[config.mk]
export PLATFORM = sky130hd
export DESIGN_NAME = aop_serial_port
export DESIGN_NICKNAME = d
export VERILOG_FILES = /design/src/verilog/aop_pkg.sv /design/src/verilog/aop_serial_port.sv
export SDC_FILE = /design/constraint.sdc
export NUM_CORES = 1
export LEC_CHECK = 0
export ABC_AREA = 1
export BUFFER_PORTS_ARGS = -buffer_cell sky130_fd_sc_hd__buf_2
export CAP_MARGIN = 20
export CORE_UTILIZATION = 56
export CTS_CLUSTER_DIAMETER = 50
export DETAILED_ROUTE_END_ITERATION = 10
export GPL_TIMING_DRIVEN = 0
export HOLD_SLACK_MARGIN = 0.06
export PLACE_DENSITY = 0.8
export SYNTH_ARGS = -nofsm -noshare
export SYNTH_HDL_FRONTEND = slang
export SYNTH_SLANG_ARGS = --single-unit
[constraint.sdc]
create_clock -name clk_in -period 2.6 [get_ports clk_in]
set_input_delay 0.26 -clock clk_in [delete_from_list [all_inputs] [get_ports clk_in]]
set_output_delay 0.26 -clock clk_in [all_outputs]
set_load 0.02 [all_outputs]
[src/verilog/aop_pkg.sv]
// shared constants and types for the converter serial output port
package aop_pkg;
  localparam int WORD_W = 16;
  localparam int DATA_W = 32;
  localparam logic [4:0] WORD_BITS = 5'h10;
  localparam logic [4:0] BYTE_BITS = 5'h08;
  localparam int BYTE_SEL = 3;
  // sampling interval: 16 periods of 64 master clocks
  localparam int PH_W = 10;
  localparam int SUB_W = 6;
  localparam int SC_W = 2;
  localparam logic [2:0] HOLD_CLKS = 3'h4;
  localparam logic [2:0] HOLD_LAST = 3'h1;
  localparam logic [3:0] FRAME_DATA_LAST = 4'h8;
  localparam logic [3:0] FRAME_LAST = 4'ha;
  localparam int SETTLE_CYCLES = 507904;
  localparam int SET_W = 19;
  // strap codes: high, ground, negative rail
  localparam logic [1:0] MODE_EXT = 2'h0;
  localparam logic [1:0] MODE_SELF = 2'h1;
  localparam logic [1:0] MODE_ASYNC = 2'h2;
  // pin order: mode[1:0], sleep_n, sclk, select_n
  localparam int PIN_W = 5;
  localparam logic [4:0] PIN_RST = 5'h07;
  localparam int ADDR_W = 8;
  localparam logic [7:0] REG_CTRL = 8'h00;
  localparam logic [7:0] REG_STAT = 8'h04;
  localparam logic [7:0] REG_WORD = 8'h08;
  localparam int CTRL_EN_BIT = 0;
  localparam logic CTRL_EN_RST = 1'b1;
  typedef enum logic {TX_OFF, TX_ON} aop_tx_type;
endpackage : aop_pkg

[src/verilog/aop_serial_port.sv]
// converter serial output port with strap-selected self-clocked, external-clocked and byte modes
//
// Local design decisions: the placing of the registers and the APB interface to the registers.
`timescale 1ns/1ps
`default_nettype none
// How it works
// - standby low halts port and floats outputs
// - strap picks self, external or byte mode
// - self mode: 16 periods of 64 clocks
// - select polled per computation period, MSB first
// - after LSB: ready high, data floats
// - select high: stop after bit, resume later
// - unsent word: ready high four clocks, reload
// - self mode: data changes on clock fall
// - external mode: MSB on select fall, shifts
// - external busy: new word discarded
// - external: select high floats, resumes same bit
// - external, select high, unsent: four-clock pulse
// - byte mode: upper byte framed on fall
// - second select low sends lower byte
// - byte mode busy: new word ignored
// - gap between bytes may load new word
// - ready held high during calibration
module aop_serial_port #(
  parameter int SETTLE_CYCLES = aop_pkg::SETTLE_CYCLES
) (
  // clock and reset
  input wire logic clk_in,
  input wire logic arst_n_in,
  // apb slave
  input wire logic psel_in,
  input wire logic penable_in,
  input wire logic pwrite_in,
  input wire logic [aop_pkg::ADDR_W-1:0] paddr_in,
  input wire logic [aop_pkg::DATA_W-1:0] pwdata_in,
  output logic [aop_pkg::DATA_W-1:0] prdata_out,
  output logic pready_out,
  output logic pslverr_out,
  // converter core
  input wire logic [aop_pkg::WORD_W-1:0] word_in,
  input wire logic word_valid_in,
  input wire logic cal_busy_in,
  // pins
  input wire logic [1:0] mode_strap_in,
  input wire logic sleep_n_in,
  input wire logic select_n_in,
  input wire logic sclk_in,
  output logic sclk_out,
  output logic sclk_oe_out,
  output logic serial_out,
  output logic serial_oe_out,
  output logic word_ready_n_out
);
  logic [aop_pkg::PIN_W-1:0] pin_raw;
  logic [aop_pkg::PIN_W-1:0] sync1_reg;
  logic [aop_pkg::PIN_W-1:0] sync2_reg;
  logic sel_n, sclk_s, awake, sclk_d_reg, sclk_fall;
  logic [1:0] mode;
  logic is_self, is_ext, is_async;
  logic en_reg, rd_hit;
  logic [aop_pkg::DATA_W-1:0] rd_data;
  logic [aop_pkg::PH_W-1:0] ph_reg;
  logic dig_start, per_end;
  logic [aop_pkg::SET_W-1:0] settle_cnt_reg;
  logic settled_reg;
  aop_pkg::aop_tx_type st_reg, st_next;
  logic [4:0] sent_reg, sent_next;
  logic [aop_pkg::SC_W-1:0] sc_reg, sc_next;
  logic [3:0] fb_reg, fb_next;
  logic armed_reg, armed_next;
  logic [2:0] hold_reg;
  logic [aop_pkg::WORD_W-1:0] word_reg, stash_reg;
  logic rdy_n_reg, unsent, busy, drop, take, load_now, pulse_go;
  logic ser_next;
  logic [7:0] cur_byte;

  // pin synchronisers; the first stage feeds only the second
  assign pin_raw = {mode_strap_in, sleep_n_in, sclk_in, select_n_in};
  genvar gi;
  generate
    for (gi = 0; gi < aop_pkg::PIN_W; gi++) begin : g_sync
      always_ff @(posedge clk_in or negedge arst_n_in) begin
        if (!arst_n_in) begin
          sync1_reg[gi] <= aop_pkg::PIN_RST[gi];
          sync2_reg[gi] <= aop_pkg::PIN_RST[gi];
        end else begin
          sync1_reg[gi] <= pin_raw[gi];
          sync2_reg[gi] <= sync1_reg[gi];
        end
      end
    end
  endgenerate

  assign sel_n = sync2_reg[0];
  assign sclk_s = sync2_reg[1];
  assign awake = sync2_reg[2];
  assign mode = sync2_reg[4:3];
  assign is_self = mode == aop_pkg::MODE_SELF;
  assign is_ext = mode == aop_pkg::MODE_EXT;
  assign is_async = mode == aop_pkg::MODE_ASYNC;

  always_ff @(posedge clk_in or negedge arst_n_in) begin
    if (!arst_n_in) begin
      sclk_d_reg <= 1'b1;
    end else begin
      sclk_d_reg <= sclk_s;
    end
  end
  assign sclk_fall = sclk_d_reg & ~sclk_s;

  // apb: zero wait states, read data captured in the setup cycle
  always_comb begin
    rd_hit = 1'b1;
    rd_data = '0;
    case (paddr_in)
      aop_pkg::REG_CTRL: rd_data = 32'(en_reg);
      aop_pkg::REG_STAT: rd_data = 32'({sent_reg, rdy_n_reg, busy, settled_reg, mode});
      aop_pkg::REG_WORD: rd_data = 32'(word_reg);
      default: rd_hit = 1'b0;
    endcase
  end
  assign pready_out = 1'b1;
  assign pslverr_out = psel_in & penable_in & ~rd_hit;

  always_ff @(posedge clk_in or negedge arst_n_in) begin
    if (!arst_n_in) begin
      prdata_out <= '0;
    end else if (psel_in & ~penable_in) begin
      prdata_out <= rd_data;
    end
  end

  always_ff @(posedge clk_in or negedge arst_n_in) begin
    if (!arst_n_in) begin
      en_reg <= aop_pkg::CTRL_EN_RST;
    end else if (psel_in & penable_in & pwrite_in & (paddr_in == aop_pkg::REG_CTRL)) begin
      en_reg <= pwdata_in[aop_pkg::CTRL_EN_BIT];
    end
  end

  // sampling-interval phase; upper half holds the computation periods
  always_ff @(posedge clk_in or negedge arst_n_in) begin
    if (!arst_n_in) begin
      ph_reg <= '0;
    end else if (!awake) begin
      ph_reg <= '0;
    end else begin
      ph_reg <= ph_reg + 1'b1;
    end
  end
  // poll one clock early so every shift clock of a period stays inside it
  assign dig_start = (ph_reg[aop_pkg::SUB_W-1:0] == '1)
    & (ph_reg[aop_pkg::PH_W-1] ^ (ph_reg[aop_pkg::PH_W-2:aop_pkg::SUB_W] == '1));
  assign per_end = ph_reg[aop_pkg::SUB_W-1:0] == '1;

  // after standby, ready stays high until the filter has settled
  always_ff @(posedge clk_in or negedge arst_n_in) begin
    if (!arst_n_in) begin
      settle_cnt_reg <= '0;
      settled_reg <= 1'b1;
    end else if (!awake) begin
      settle_cnt_reg <= '0;
      settled_reg <= 1'b0;
    end else if (!settled_reg) begin
      settle_cnt_reg <= settle_cnt_reg + 1'b1;
      if (settle_cnt_reg == aop_pkg::SET_W'(SETTLE_CYCLES - 1)) begin
        settled_reg <= 1'b1;
      end
    end
  end

  // output word handling
  assign unsent = ~rdy_n_reg;
  assign busy = st_reg == aop_pkg::TX_ON;
  assign drop = (is_ext | is_async) & ~sel_n & busy;
  assign take = word_valid_in & awake & ~drop & (hold_reg == '0);
  assign pulse_go = take & unsent;
  assign load_now = (hold_reg == aop_pkg::HOLD_LAST) | (take & ~unsent);

  always_ff @(posedge clk_in or negedge arst_n_in) begin
    if (!arst_n_in) begin
      word_reg <= '0;
      stash_reg <= '0;
      hold_reg <= '0;
    end else begin
      if (pulse_go) begin
        stash_reg <= word_in;
        hold_reg <= aop_pkg::HOLD_CLKS;
      end else if (hold_reg != '0) begin
        hold_reg <= hold_reg - 1'b1;
      end
      if (hold_reg == aop_pkg::HOLD_LAST) begin
        word_reg <= stash_reg;
      end else if (take & ~unsent) begin
        word_reg <= word_in;
      end
    end
  end

  // ready: low while a loaded word is unsent, high otherwise
  always_ff @(posedge clk_in or negedge arst_n_in) begin
    if (!arst_n_in) begin
      rdy_n_reg <= 1'b1;
    end else if (load_now) begin
      rdy_n_reg <= 1'b0;
    end else if (pulse_go | ((sent_next == aop_pkg::WORD_BITS) & (sent_reg != aop_pkg::WORD_BITS))) begin
      rdy_n_reg <= 1'b1;
    end
  end

  // transmit sequencing for all three modes
  always_comb begin
    st_next = st_reg;
    sent_next = sent_reg;
    sc_next = sc_reg;
    fb_next = fb_reg;
    armed_next = armed_reg | sel_n;
    if (load_now | (hold_reg != '0)) begin
      st_next = aop_pkg::TX_OFF;
      sc_next = '0;
      fb_next = '0;
      if (load_now) begin
        sent_next = '0;
      end
    end else if (!awake) begin
      st_next = st_reg;
    end else if (!en_reg) begin
      st_next = aop_pkg::TX_OFF;
    end else if (is_self) begin
      if (st_reg == aop_pkg::TX_OFF) begin
        if (dig_start & ~sel_n & unsent) begin
          st_next = aop_pkg::TX_ON;
          sc_next = '0;
        end
      end else begin
        sc_next = sc_reg + 1'b1;
        if (sc_reg == '1) begin
          sent_next = sent_reg + 1'b1;
          if ((sent_next == aop_pkg::WORD_BITS) | sel_n | per_end) begin
            st_next = aop_pkg::TX_OFF;
          end
        end
      end
    end else if (is_ext) begin
      st_next = (~sel_n & unsent) ? aop_pkg::TX_ON : aop_pkg::TX_OFF;
      if (busy & ~sel_n & sclk_fall) begin
        sent_next = sent_reg + 1'b1;
        if (sent_next == aop_pkg::WORD_BITS) begin
          st_next = aop_pkg::TX_OFF;
        end
      end
    end else if (is_async) begin
      if (st_reg == aop_pkg::TX_OFF) begin
        if (armed_reg & ~sel_n & sclk_fall & unsent) begin
          st_next = aop_pkg::TX_ON;
          fb_next = '0;
          armed_next = 1'b0;
        end
      end else if (sclk_fall) begin
        fb_next = fb_reg + 1'b1;
        if (fb_reg == aop_pkg::FRAME_LAST) begin
          st_next = aop_pkg::TX_OFF;
          sent_next = sent_reg + aop_pkg::BYTE_BITS;
        end
      end
    end else begin
      st_next = aop_pkg::TX_OFF;
    end
  end

  always_ff @(posedge clk_in or negedge arst_n_in) begin
    if (!arst_n_in) begin
      st_reg <= aop_pkg::TX_OFF;
      sent_reg <= '0;
      sc_reg <= '0;
      fb_reg <= '0;
      armed_reg <= 1'b1;
    end else begin
      st_reg <= st_next;
      sent_reg <= sent_next;
      sc_reg <= sc_next;
      fb_reg <= fb_next;
      armed_reg <= armed_next;
    end
  end

  // next serial bit; uses next-state so data and clock fall on one edge
  always_comb begin
    ser_next = 1'b1;
    cur_byte = sent_reg[aop_pkg::BYTE_SEL] ? word_reg[7:0] : word_reg[15:8];
    if (is_async) begin
      if (fb_next == '0) begin
        ser_next = 1'b0;
      end else if (fb_next <= aop_pkg::FRAME_DATA_LAST) begin
        ser_next = cur_byte[3'(fb_next - 4'h1)];
      end
    end else begin
      ser_next = word_reg[~sent_next[3:0]];
    end
  end

  // pin drivers, all registered
  always_ff @(posedge clk_in or negedge arst_n_in) begin
    if (!arst_n_in) begin
      serial_out <= 1'b1;
      serial_oe_out <= 1'b0;
      sclk_out <= 1'b0;
      sclk_oe_out <= 1'b0;
      word_ready_n_out <= 1'b1;
    end else begin
      serial_out <= ser_next;
      serial_oe_out <= awake & en_reg & (st_next == aop_pkg::TX_ON);
      sclk_out <= sc_next[aop_pkg::SC_W-1];
      sclk_oe_out <= awake & en_reg & is_self & (st_next == aop_pkg::TX_ON);
      word_ready_n_out <= rdy_n_reg | cal_busy_in | ~settled_reg;
    end
  end
endmodule : aop_serial_port
`default_nettype wire

==> reports/summary.txt <==
outcome - finished clean
Worst slew margin - 0.551
layout filler cell count - 917
fraction of layout cells with a size suffix above 1 - 0.177
vias in the first global route - 4977
VDD IR max - 0.471 mV
postcts setup bufs - 0
skew final - 0.0110 ns
PortBufs - 58
DP HPWL - 10100 um
WP data arrival - 2.59 ns
synth unique cells - 45
sequential area share after synthesis - 0.474
hold buffer count at CTS - 6
area of the multi-input gates - 2580 sq um
HP Class - in -> reg
setup violators final - 0
Area Overhead vs Synth - 13.5%
register bit total from synthesis - 111
synth top area cells - dfrtp_1 42%, nand2_1 11%, o21ai_0 5.9%
combinational power share - 0.326
DRT antenna net count - 0
Core Rows - 37
wire length of the first global-routing pass - 23400 um
met3 WL - 792 um
register area - 2790 sq um
CTS clk-pin slew, worst paths - 0.10 ns
Cell Area, Synth - 5890 sq um
Synthesis Warnings - 0
CP max FO - 10
Avg WL per Cell - 14.1 um
clock buffer depth - 2
TritonCTS clock tree - done
fmax - 0.443 GHz
crit end category - register
clock group share of total power - 0.218
CTS Buf Count - 9
GP Congestion - 0.901
fin crit share - 0.867
main combinational cell family by area after synthesis - simple AND/OR/NAND/NOR gates
most common cell in the netlist - nand2_1
n_diodes - 0
post-synthesis compound-gate area fraction - 0.130
DIE HEIGHT - 105 um
Reg power frac - 0.455
cells after synthesis - 736
cell area power density - 713 nW/um^2
Core ar. - 10300 sq um
top cell type's share of synthesized area - 0.416
Max Transition Viols Final - 0
Setup Crit Path Kind - reg -> reg
final global-route overflow total - 0
DRT Pass-1 Iters - 6
Worst-Margin Slew - 0.674 ns
LEAKAGE - 0.00333 uW
Simple-Gate Fraction of Synth Area - 0.264
width of the chip - 105 um
I/O pins - 107
Vias - 5174
Final Power - 4770 uW
CP Launch Type - register
level count of the clock H-tree - 3
largest area contributor in the netlist - dfrtp_1
DR DRC count - 0
worst skew pair latency - 0.39 ns
commonest cells in the netlist - 180 x nand2_1, 98 x dfrtp_1, 88 x inv_1, 70 x o21ai_0, 53 x nor2_1
Required @ worst endpoint - 2.93 ns
post_cts resized - 0
Tot GR Track Use - 0.269
max FFs per register - 19
post-synthesis async set-or-reset flop share - 1.00
synthesized-area fraction occupied by adder cells - 0.0234
P_sw - 1790 uW
routed wl met2 - 6290 um
Root Buffer - clkbuf_8
largest net degree at the start of global routing - 60
max capacitance violation total - 0
drt total wl - 13600 um
initial core utilization - 0.573
Mean Syn Cell Area - 8.01 sq um
vias per cell - 5.35
multiplexer share of the synthesized area - 0.00191
final hold vios - 0
met1 WL - 6120 um
Sw Share - 0.375
Fin Setup TNS - 0 ns
initial antenna violation count - 0
R2R setup slack - 0.34 ns
max layer used - met4
number of synthesized flops with an enable pin - 0
crit path time final - 2.26 ns
Power Internal - 2980 uW
Synth Flop Type - dfrtp_1
die footprint - 10900 sq um
initial DRC count - 378
RSZ-0062 raised after global routing - no
Post-Synth XOR/XNOR Area - 0.00743
Clock Sink Count - 111
# nets final - 906
## worst paths after layout
check,startpoint,end,cells past startpoint
min in group asynchronous,arst_n_in,prdata_out[0],2
worst min register to register,sync1_reg[4],mode[1],0
worst max-delay path,awake,serial_out,11
worst min-delay path,word_in[2],stash_reg[2],3
worst max register to register,awake,serial_out,11
max in group asynchronous,arst_n_in,word_ready_n_out,3
## critical path: stages, from the launching register on
cell     delay (ns)
dfstp_2        0.54
buf_6          0.15
nand2_4        0.10
nor3_1         0.26
nand4_1        0.14
o21ai_0        0.40
nand2_1        0.21
nor2_1         0.14
a21oi_1        0.06
nand3_1        0.08
nand2_1        0.05
nand2_1        0.08
## metrics by stage
stage / cells / util / cell area [sq um] / setup WS (ns) / hold WS [ns]
after floorplan: 751 / - / 5950 / 0.806 / -0.0356
after global placement: 945 / 0.624 / 6410 / 0.0169 / 0.338
after detailed placement: 946 / 0.627 / 6440 / 0.445 / 0.335
after CTS: 968 / 0.651 / 6690 / 0.427 / 0.0786
after global routing: 968 / 0.651 / 6690 / 0.166 / 0.103
final: 968 / 0.651 / 6690 / 0.345 / 0.0936
## power groups by stage
stage / clock network [uW] / logic [uW] / registers [uW]
2_1_floorplan: 0 / 1070 / 2180
3_3_place_gp: 0 / 1480 / 2190
3_5_place_dp: 0 / 1530 / 2200
4_1_cts: 1070 / 1540 / 2170
5_1_grt: 1120 / 1760 / 2200
6_report: 1040 / 1560 / 2170
## cell usage in the layout (no fill, tap or decap), types with 2 or more instances in the layout
cell           count
nand2_1          180
dfrtp_1           98
inv_1             88
o21ai_0           70
buf_2             57
nor2_1            53
nand3_1           44
a21oi_1           33
clkbuf_1          19
buf_4             18
conb_1            17
nand4_1           16
dfstp_2           13
o22ai_1           12
ha_1              11
inv_2             10
clkbuf_8          10
nor3_1             9
o31ai_1            7
nand2_2            6
nand2_4            6
dlygate4sd3_1      6
nand3_2            4
o21ai_1            4
nor2_4             3
nor2_2             3
xor2_1             3
nand3_4            2
o21ai_2            2
nand3b_1           2
xnor2_1            2
nor3b_1            2
nor3_2             2
a221oi_1           2
## metal layers
layer  vias up  GRT usage
li1       2547          -
met1      2433      0.371
met2       165      0.424
met3        29     0.0399
met4         0      0.118
met5         -          0
## cells by family (layout without fill, tap and decap cells)
group                    after synthesis  in the layout
adder cells (fa/ha/maj)               11             11
multiplexers                           1              1
XOR/XNOR                               5              5
AO/OA/AOI/OAI                        137            137
flip-flops                           111            111
other                                  2             17
AND/OR/NAND/NOR                      335            335
buffers and inverters                134            215
## layout make-up
cell class,instances,area share
sequential,111,0.418
multi-input combinational,506,0.385
timing repair buffer,65,0.0568
inverter,99,0.0563
buffer,35,0.0303
tap,136,0.0254
clock buffer,13,0.0223
clock inverter,3,0.00636
Power figures use the tool's default switching activity.
